File: src/design/fpoc_map.svh
// Constants for the floating-point operand front end: field layout, opcode range, stack geometry.
// Assumes inclusion by bare name from the package and the design module.
`ifndef FPOC_MAP_SVH
`define FPOC_MAP_SVH
`define FPOC_EXT_W       80
`define FPOC_SIGN_BIT    79
`define FPOC_EXP_HI      78
`define FPOC_EXP_LO      64
`define FPOC_EXP_W       15
`define FPOC_INT_BIT     63
`define FPOC_FRAC_HI     62
`define FPOC_FRAC_W      63
`define FPOC_EXP_ONES    15'h7fff
`define FPOC_EXP_ZERO    15'h0000
`define FPOC_OPG_LO      8'hd8
`define FPOC_OPG_HI      8'hdf
`define FPOC_OPG_MASK    8'hf8
`define FPOC_NREGS       8
`define FPOC_IDX_W       3
`define FPOC_POP_STEP    3'h1
`endif

File: src/design/fpoc_pkg.sv
// Types shared by the floating-point operand front end.
// Assumes the constant header is on the include path.
`include "fpoc_map.svh"
package fpoc_pkg;
  typedef enum logic [3:0] {
    FPOC_CLS_NORMAL, FPOC_CLS_ZERO, FPOC_CLS_DENORMAL, FPOC_CLS_INF, FPOC_CLS_QNAN, FPOC_CLS_SNAN,
    FPOC_CLS_PSEUDO_QNAN, FPOC_CLS_PSEUDO_SNAN, FPOC_CLS_PSEUDO_INF, FPOC_CLS_UNNORMAL,
    FPOC_CLS_PSEUDO_DENORM
  } fpoc_class_t;
  typedef enum logic [2:0] {
    FPOC_GRP_TRANSFER, FPOC_GRP_ARITH, FPOC_GRP_COMPARE, FPOC_GRP_TRANSC, FPOC_GRP_CONST, FPOC_GRP_CONTROL
  } fpoc_group_t;
  typedef enum logic [1:0] {
    FPOC_SRC_NONE, FPOC_SRC_STACK, FPOC_SRC_MEMORY
  } fpoc_src_t;
endpackage

File: src/design/fpoc_front.sv
// Operand front end of a floating-point unit: escape decode, stack-relative register mapping,
// classification of extended-precision operands, exception flags and result packing.
// Assumes the core supplies instruction bytes, memory operands and register contents on clk_sys_i.
// Operation
// - Exponent all ones, integer bit 0: pseudo-infinity or quiet/signaling pseudo-NaN.
// - Middle exponent with integer 0 is unnormal; zero exponent with integer 1 pseudo-denormal.
// - Operand split as sign, 15-bit exponent, integer bit, 63-bit fraction.
// - Pseudo-NaN, pseudo-infinity or unnormal source raises invalid-operation instead.
// - Packed results never pseudo-denormal: integer bit cleared when exponent zero.
// - Pseudo-denormal source accepted as denormal and raises the denormal exception.
// - First opcode byte D8 to DF inclusive marks the floating-point opcode group.
// - Operands come from the register stack or from memory.
// - No immediate operand path exists for floating-point instructions.
// - Register operands addressed relative to current stack top.
// - With no explicit register, the stack head register is the operand.
// - Instructions sorted into six dispatch groups.
// - Pop marks the head empty and increments the stack-top pointer by one.
`include "fpoc_map.svh"
`timescale 1ns/100ps
module fpoc_front #(
  parameter int NREGS = `FPOC_NREGS
) (
  input  wire logic                       clk_sys_i,
  input  wire logic                       arst_n_i,
  input  wire logic                       clk_en_i,
  input  wire logic                       insn_valid_i,
  input  wire logic [7:0]                 opcode_byte_i,
  input  wire logic [7:0]                 modrm_byte_i,
  input  wire logic [`FPOC_EXT_W-1:0]     mem_operand_i,
  input  wire logic [`FPOC_EXT_W-1:0]     stack_head_register_i,
  input  wire logic [`FPOC_EXT_W-1:0]     stack_relative_register_i,
  input  wire logic                       pop_i,
  input  wire logic                       res_valid_i,
  input  wire logic [`FPOC_EXT_W-1:0]     res_raw_i,
  output logic                            fp_opcode_group_o,
  output fpoc_pkg::fpoc_group_t           group_o,
  output fpoc_pkg::fpoc_src_t             src_kind_o,
  output logic [`FPOC_IDX_W-1:0]          head_phys_o,
  output logic [`FPOC_IDX_W-1:0]          rel_phys_o,
  output logic [`FPOC_IDX_W-1:0]          top_o,
  output logic [NREGS-1:0]                empty_o,
  output fpoc_pkg::fpoc_class_t           class_a_o,
  output fpoc_pkg::fpoc_class_t           class_b_o,
  output logic                            dec_valid_o,
  output logic                            invalid_op_o,
  output logic                            denormal_o,
  output logic                            res_valid_o,
  output logic [`FPOC_EXT_W-1:0]          res_o
);

  // ----------------------------------------------------------------
  // Reset release
  // ----------------------------------------------------------------
  logic rst_meta_reg;
  logic rst_n_reg;
  always_ff @(posedge clk_sys_i or negedge arst_n_i) begin
    if (!arst_n_i) begin
      rst_meta_reg <= 1'b0;
      rst_n_reg    <= 1'b0;
    end else begin
      rst_meta_reg <= 1'b1;
      rst_n_reg    <= rst_meta_reg;
    end
  end

  // ----------------------------------------------------------------
  // Classification
  // ----------------------------------------------------------------
  function automatic fpoc_pkg::fpoc_class_t classify(input logic [`FPOC_EXT_W-1:0] v);
    logic [`FPOC_EXP_W-1:0]  e;
    logic                    ib;
    logic [`FPOC_FRAC_W-1:0] f;
    e  = v[`FPOC_EXP_HI:`FPOC_EXP_LO];
    ib = v[`FPOC_INT_BIT];
    f  = v[`FPOC_FRAC_HI:0];
    if (e == `FPOC_EXP_ONES) begin
      if (!ib) begin
        if (f == '0)                 classify = fpoc_pkg::FPOC_CLS_PSEUDO_INF;
        else if (f[`FPOC_FRAC_HI])   classify = fpoc_pkg::FPOC_CLS_PSEUDO_QNAN;
        else                         classify = fpoc_pkg::FPOC_CLS_PSEUDO_SNAN;
      end else if (f == '0)          classify = fpoc_pkg::FPOC_CLS_INF;
      else if (f[`FPOC_FRAC_HI])     classify = fpoc_pkg::FPOC_CLS_QNAN;
      else                           classify = fpoc_pkg::FPOC_CLS_SNAN;
    end else if (e == `FPOC_EXP_ZERO) begin
      if (ib)                        classify = fpoc_pkg::FPOC_CLS_PSEUDO_DENORM;
      else if (f == '0)              classify = fpoc_pkg::FPOC_CLS_ZERO;
      else                           classify = fpoc_pkg::FPOC_CLS_DENORMAL;
    end else if (!ib)                classify = fpoc_pkg::FPOC_CLS_UNNORMAL;
    else                             classify = fpoc_pkg::FPOC_CLS_NORMAL;
  endfunction

  function automatic logic is_unsupported(input fpoc_pkg::fpoc_class_t c);
    is_unsupported = (c == fpoc_pkg::FPOC_CLS_PSEUDO_QNAN) || (c == fpoc_pkg::FPOC_CLS_PSEUDO_SNAN) ||
                     (c == fpoc_pkg::FPOC_CLS_PSEUDO_INF) || (c == fpoc_pkg::FPOC_CLS_UNNORMAL);
  endfunction

  function automatic logic is_denorm(input fpoc_pkg::fpoc_class_t c);
    is_denorm = (c == fpoc_pkg::FPOC_CLS_DENORMAL) || (c == fpoc_pkg::FPOC_CLS_PSEUDO_DENORM);
  endfunction

  // ----------------------------------------------------------------
  // Decode
  // ----------------------------------------------------------------
  logic                  opg_hit;
  logic                  reg_form;
  logic [2:0]            sub_op;
  logic [2:0]            rm_idx;
  fpoc_pkg::fpoc_group_t grp;
  logic                  two_src;

  assign opg_hit  = (opcode_byte_i & `FPOC_OPG_MASK) == `FPOC_OPG_LO;
  assign reg_form = &modrm_byte_i[7:6];
  assign sub_op   = modrm_byte_i[5:3];
  assign rm_idx   = modrm_byte_i[2:0];

  // Coarse split only; full opcode tables live in the execution stage
  always_comb begin
    two_src = 1'b0;
    grp     = fpoc_pkg::FPOC_GRP_ARITH;
    if (opcode_byte_i[0] && !reg_form && sub_op >= 3'h4) begin
      grp = fpoc_pkg::FPOC_GRP_CONTROL;
    end else if (opcode_byte_i[0] && reg_form && sub_op == 3'h5) begin
      grp = fpoc_pkg::FPOC_GRP_CONST;
    end else if (opcode_byte_i[0] && reg_form && sub_op >= 3'h6) begin
      grp = fpoc_pkg::FPOC_GRP_TRANSC;
    end else if (opcode_byte_i[0] || (opcode_byte_i[2] && opcode_byte_i[1])) begin
      grp = fpoc_pkg::FPOC_GRP_TRANSFER;
    end else if (sub_op == 3'h2 || sub_op == 3'h3) begin
      grp     = fpoc_pkg::FPOC_GRP_COMPARE;
      two_src = 1'b1;
    end else begin
      two_src = 1'b1;
    end
  end

  // ----------------------------------------------------------------
  // Register stack pointer and tags
  // ----------------------------------------------------------------
  logic [`FPOC_IDX_W-1:0] top_reg;
  logic [NREGS-1:0]       empty_reg;

  always_ff @(posedge clk_sys_i or negedge rst_n_reg) begin
    if (!rst_n_reg) begin
      top_reg <= '0;
    end else if (clk_en_i && pop_i) begin
      top_reg <= top_reg + `FPOC_POP_STEP;
    end
  end

  always_ff @(posedge clk_sys_i or negedge rst_n_reg) begin
    if (!rst_n_reg) begin
      empty_reg <= '1;
    end else if (clk_en_i && pop_i) begin
      empty_reg[top_reg] <= 1'b1;
    end
  end

  // ----------------------------------------------------------------
  // Operand sourcing and checks
  // ----------------------------------------------------------------
  logic [`FPOC_EXT_W-1:0] op_a;
  logic [`FPOC_EXT_W-1:0] op_b;
  fpoc_pkg::fpoc_class_t  cls_a;
  fpoc_pkg::fpoc_class_t  cls_b;
  logic                   inv_hit;
  logic                   den_hit;

  // No immediate field is ever extracted: only stack or memory feed operands
  assign op_a    = stack_head_register_i;
  assign op_b    = reg_form ? stack_relative_register_i : mem_operand_i;
  assign cls_a   = classify(op_a);
  assign cls_b   = classify(op_b);
  assign inv_hit = is_unsupported(cls_a) || (two_src && is_unsupported(cls_b));
  // Invalid takes precedence, so the value is never computed on
  assign den_hit = !inv_hit && (is_denorm(cls_a) || (two_src && is_denorm(cls_b)));

  always_ff @(posedge clk_sys_i or negedge rst_n_reg) begin
    if (!rst_n_reg) begin
      fp_opcode_group_o <= 1'b0;
      dec_valid_o       <= 1'b0;
      group_o           <= fpoc_pkg::FPOC_GRP_ARITH;
      src_kind_o        <= fpoc_pkg::FPOC_SRC_NONE;
      head_phys_o       <= '0;
      rel_phys_o        <= '0;
      class_a_o         <= fpoc_pkg::FPOC_CLS_ZERO;
      class_b_o         <= fpoc_pkg::FPOC_CLS_ZERO;
      invalid_op_o      <= 1'b0;
      denormal_o        <= 1'b0;
    end else if (clk_en_i) begin
      fp_opcode_group_o <= opg_hit;
      dec_valid_o       <= insn_valid_i && opg_hit;
      group_o           <= grp;
      src_kind_o        <= reg_form ? fpoc_pkg::FPOC_SRC_STACK : fpoc_pkg::FPOC_SRC_MEMORY;
      head_phys_o       <= top_reg;
      rel_phys_o        <= top_reg + rm_idx;
      class_a_o         <= cls_a;
      class_b_o         <= cls_b;
      invalid_op_o      <= insn_valid_i && opg_hit && inv_hit;
      denormal_o        <= insn_valid_i && opg_hit && den_hit;
    end
  end

  // ----------------------------------------------------------------
  // Result packing
  // ----------------------------------------------------------------
  always_ff @(posedge clk_sys_i or negedge rst_n_reg) begin
    if (!rst_n_reg) begin
      res_valid_o <= 1'b0;
      res_o       <= '0;
    end else if (clk_en_i) begin
      res_valid_o <= res_valid_i;
      res_o       <= res_raw_i;
      if (res_raw_i[`FPOC_EXP_HI:`FPOC_EXP_LO] == `FPOC_EXP_ZERO) begin
        res_o[`FPOC_INT_BIT] <= 1'b0;
      end
    end
  end

  assign top_o   = top_reg;
  assign empty_o = empty_reg;
endmodule

File: config.mk
export PLATFORM = sky130hd
export DESIGN_NAME = fpoc_front
export DESIGN_NICKNAME = d
export VERILOG_FILES = /design/src/design/fpoc_pkg.sv /design/src/design/fpoc_front.sv
export VERILOG_INCLUDE_DIRS = /design/src /design/src/design
export SDC_FILE = /design/constraint.sdc
export NUM_CORES = 1
export LEC_CHECK = 0
export ABC_AREA = 1
export ABC_CLOCK_PERIOD_IN_PS = 3500
export BUFFER_PORTS_ARGS = -buffer_cell sky130_fd_sc_hd__buf_2
export CAP_MARGIN = 15
export CELL_PAD_IN_SITES_DETAIL_PLACEMENT = 0
export CELL_PAD_IN_SITES_GLOBAL_PLACEMENT = 1
export CORE_AREA = 4 4 177 179
export DETAILED_ROUTE_END_ITERATION = 10
export DIE_AREA = 0 0 181 183
export PLACE_DENSITY = 0.73
export SYNTH_ARGS = -nofsm -noshare
export SYNTH_HDL_FRONTEND = slang
export SYNTH_SLANG_ARGS = --single-unit
File: constraint.sdc
create_clock -name clk_sys_i -period 3.5 [get_ports clk_sys_i]
set_input_delay 1.05 -clock clk_sys_i [delete_from_list [all_inputs] [get_ports clk_sys_i]]
set_output_delay 1.05 -clock clk_sys_i [all_outputs]
set_load 0.01 [all_outputs]
==> flow_metrics.py <==
metrics = {
    "timing": {
        "fin_skew_ps": 9.789,
        "setup_viol": 0,
        "rsz0062_at_grt": "no",
        "holdWs_ps": 352.1,
        "tightest_slew_ps": 886.7,
        "slew_violations": 0,
        "finalSetupTns_ps": 0,
        "period_minus_slack_ps": 2836,
        "hold_viol": 0,
        "relSlewSlack_pct": 40.89,
        "fin_crit_sh_pct": 81.02,
        "fmax_ghz": 0.3526,
    },
    "clock_network": {
        "cts_tree": "built",
        "cts-hold-fix-buffers": 0,
        "cts_resized": 0,
        "clk_pin_slew_ps": 60,
        "cts_root_buf": "clkbuf_16",
        "clk_path_buf_depth": 2,
        "cts_setup_buffers": 0,
        "clock-sinks": 117,
        "insertion_delay_ps": 410,
        "cts_buffers": 17,
        "cts_max_level": 4,
    },
    "grt": {
        "grt_usage_pct": 14.49,
        "grt_pass1_wl_microns": 38520,
        "grt.overflow.total": 0,
        "grt_max_degree": 83,
        "grt_pass1_vias": 7252,
        "antenna_found_initial": 1,
    },
    "final_layout": {
        "antenna_cells": 0,
        "drive_gt1_share_pct": 38.44,
        "stdcell_count": 1748,
        "largest_register_ffs": 80,
        "area_growth_pct": 53.57,
        "final_common_cell": "buf_2",
        "final_cell_mix": "452 x buf_2, 406 x nand2_1, 135 x nor2_1",
        "fin_nets": 1694,
        "top_register": "res_o",
    },
    "power_and_ir_drop": {
        "combPwrFrac_pct": 20.2,
        "p_leak_nw": 5.517,
        "ir_worst_vdd_mv": 0.3042,
        "pwr-share-seq_pct": 37.8,
        "p_int_w": 0.003121,
        "power_density_nw_per_um2": 460.1,
        "switching_share_pct": 29.35,
        "switchingPower_w": 0.001296,
        "clockPowerShare_pct": 42.0,
    },
    "route": {
        "vias": 7197,
        "drc": 0,
        "first_pass_iters": 4,
        "ant_nets": 0,
        "first_iter_violations": 399,
        "routed_wirelength_microns": 24860,
        "via_per_inst": 4.117,
        "wl_per_cell_microns": 14.22,
    },
    "floorplanning": {
        "io-pin-count": 457,
        "start_util_pct": 21.15,
        "fp-row-count": 63,
        "dieArea_sq_um": 33120,
        "coreArea_sq_um": 29560,
        "die_x_microns": 181,
        "die_h_microns": 183,
    },
    "place": {
        "port_buffers": 453,
        "hpwl_microns": 19920,
        "dp.cells": 1716,
        "place_congestion": 0.8873,
    },
    "synth": {
        "ys_types": 34,
        "netlist_instances": 896,
        "syn-cell-area_sq_um": 6252,
        "synthArstFlopShare_pct": 100.0,
        "synth.largest_area_cell": "dfrtp_1",
        "synth.area.top_cells": "dfrtp_1 42%, nand2_1 24%, nor2_1 8.1%",
        "synth-edff-count": 0,
        "synth_seq_cells": 117,
        "synthFlopType": "dfrtp_1",
        "synth_top_area_share_pct": 42.43,
        "avgSynthCellArea_sq_um": 6.978,
        "syn_nets": 1245,
        "ys_seq_area_share_pct": 47.05,
        "ys_warn_count": 0,
    },
    "setup_path": {
        "path_max_fanout": 33,
        "cp.required_ps": 3800,
        "cp_data_arrival_time_ps": 3140,
        "startpoint_type": "primary input",
        "cp-end-kind": "flip-flop",
        "worstSetupPathType": "in -> reg",
    },
    "job": {
        "max_cap_violations": 0,
    },
    "worst_hold_path": {
        "worst_hold_path_type": "reg -> reg",
    },
    "status": {
        "outcome": "finished clean",
    },
}
[worst paths after layout]
check                                startpoint  depth (start not counted)             to  slack (ps)
max in group asynchronous             rst_n_reg                          1     group_o[0]        2250
worst min register to register     rst_meta_reg                          0      rst_n_reg         350
worst max-delay path            modrm_byte_i[6]                         20     denormal_o         660
worst min-delay path               rst_meta_reg                          0      rst_n_reg         350
worst max register to register         top_o[0]                          5  rel_phys_o[2]        2010
min in group asynchronous             rst_n_reg                          0      res_o[40]         410
[Yosys cell counts (all sizes together), types with 6 or more instances]
| master | instances |
|---|---|
| nor2 | 135 |
| dfrtp | 106 |
| nand4 | 16 |
| inv | 56 |
| clkbuf | 21 |
| nand2 | 407 |
| and2 | 18 |
| buf | 10 |
| ha | 6 |
| a21oi | 8 |
| or2 | 11 |
| dfstp | 11 |
| nor3 | 7 |
| nand3 | 40 |
| o21ai | 17 |
[kinds of logic (layout without fill, tap and decap cells)]
logic type	count (synthesis)	count (layout)	synth area share, %
AOI/OAI and AO/OA	39	39	3.683
xor gates and xnor gates	3	3	0.4203
adders and majority gates	7	7	1.521
buffers and inverters	87	549	5.503
DFF	117	117	47.05
other	1	1	0.05998
and+or+nand+nor	642	642	41.77
[metrics by stage]
stage,worst slack (ps),power (W),util [%],instance area [sq um]
5_1_grt,396.4,0.004694,32.48,9602
6_report,664.2,0.004418,32.48,9602
3_3_place_gp,270.8,0.002590,30.37,8979
4_1_cts,674.5,0.004513,32.48,9602
2_1_floorplan,18.39,0.002094,-,6252
3_5_place_dp,228.7,0.002603,30.37,8979
[metal layers]
metal,wire length [microns],share of wire [%],track usage (%),up-vias
met5,13,0.052,0,-
met4,403,1.6,3.753,2
met3,1915,7.7,3.967,27
li1,-,-,-,3674
met1,10920,44,18.95,3227
met2,11600,47,23.90,267
[power groups by stage]
stage                     logic, W  clock network, W  registers [W]
final                     0.000891           0.00186        0.00167
after global routing       0.00100           0.00199        0.00170
after CTS                 0.000908           0.00193        0.00168
after detailed placement  0.000905                 0        0.00170
after global placement    0.000901                 0        0.00169
after floorplan           0.000329                 0        0.00176
[area by class of cell]
type / count / area [sq um]
sequential: 117 / 2945
clock buffer: 19 / 452.9
inverter: 56 / 211.5
timing repair buffer: 461 / 2367
clock inverter: 13 / 170.2
fill: 3263 / 19960
multi-input combinational: 692 / 2967
tap: 390 / 488.0
[worst max-delay path, cell delays in order]
cell     delay (ps)
buf_2           110
nand2_2         110
buf_12          190
inv_1           100
nor2_1          120
nand2_1          50
nand2_1          60
nand2_1          50
nor2_1          150
nand2_1         150
inv_1           110
ha_1            230
nand3_1          80
nand2_1          80
a21oi_1         120
nand2_1          60
nand2_1          80
a21oi_1          60
nand2_1          90
nand2_1          60
Note: power is estimated with default switching activity, not from simulation.
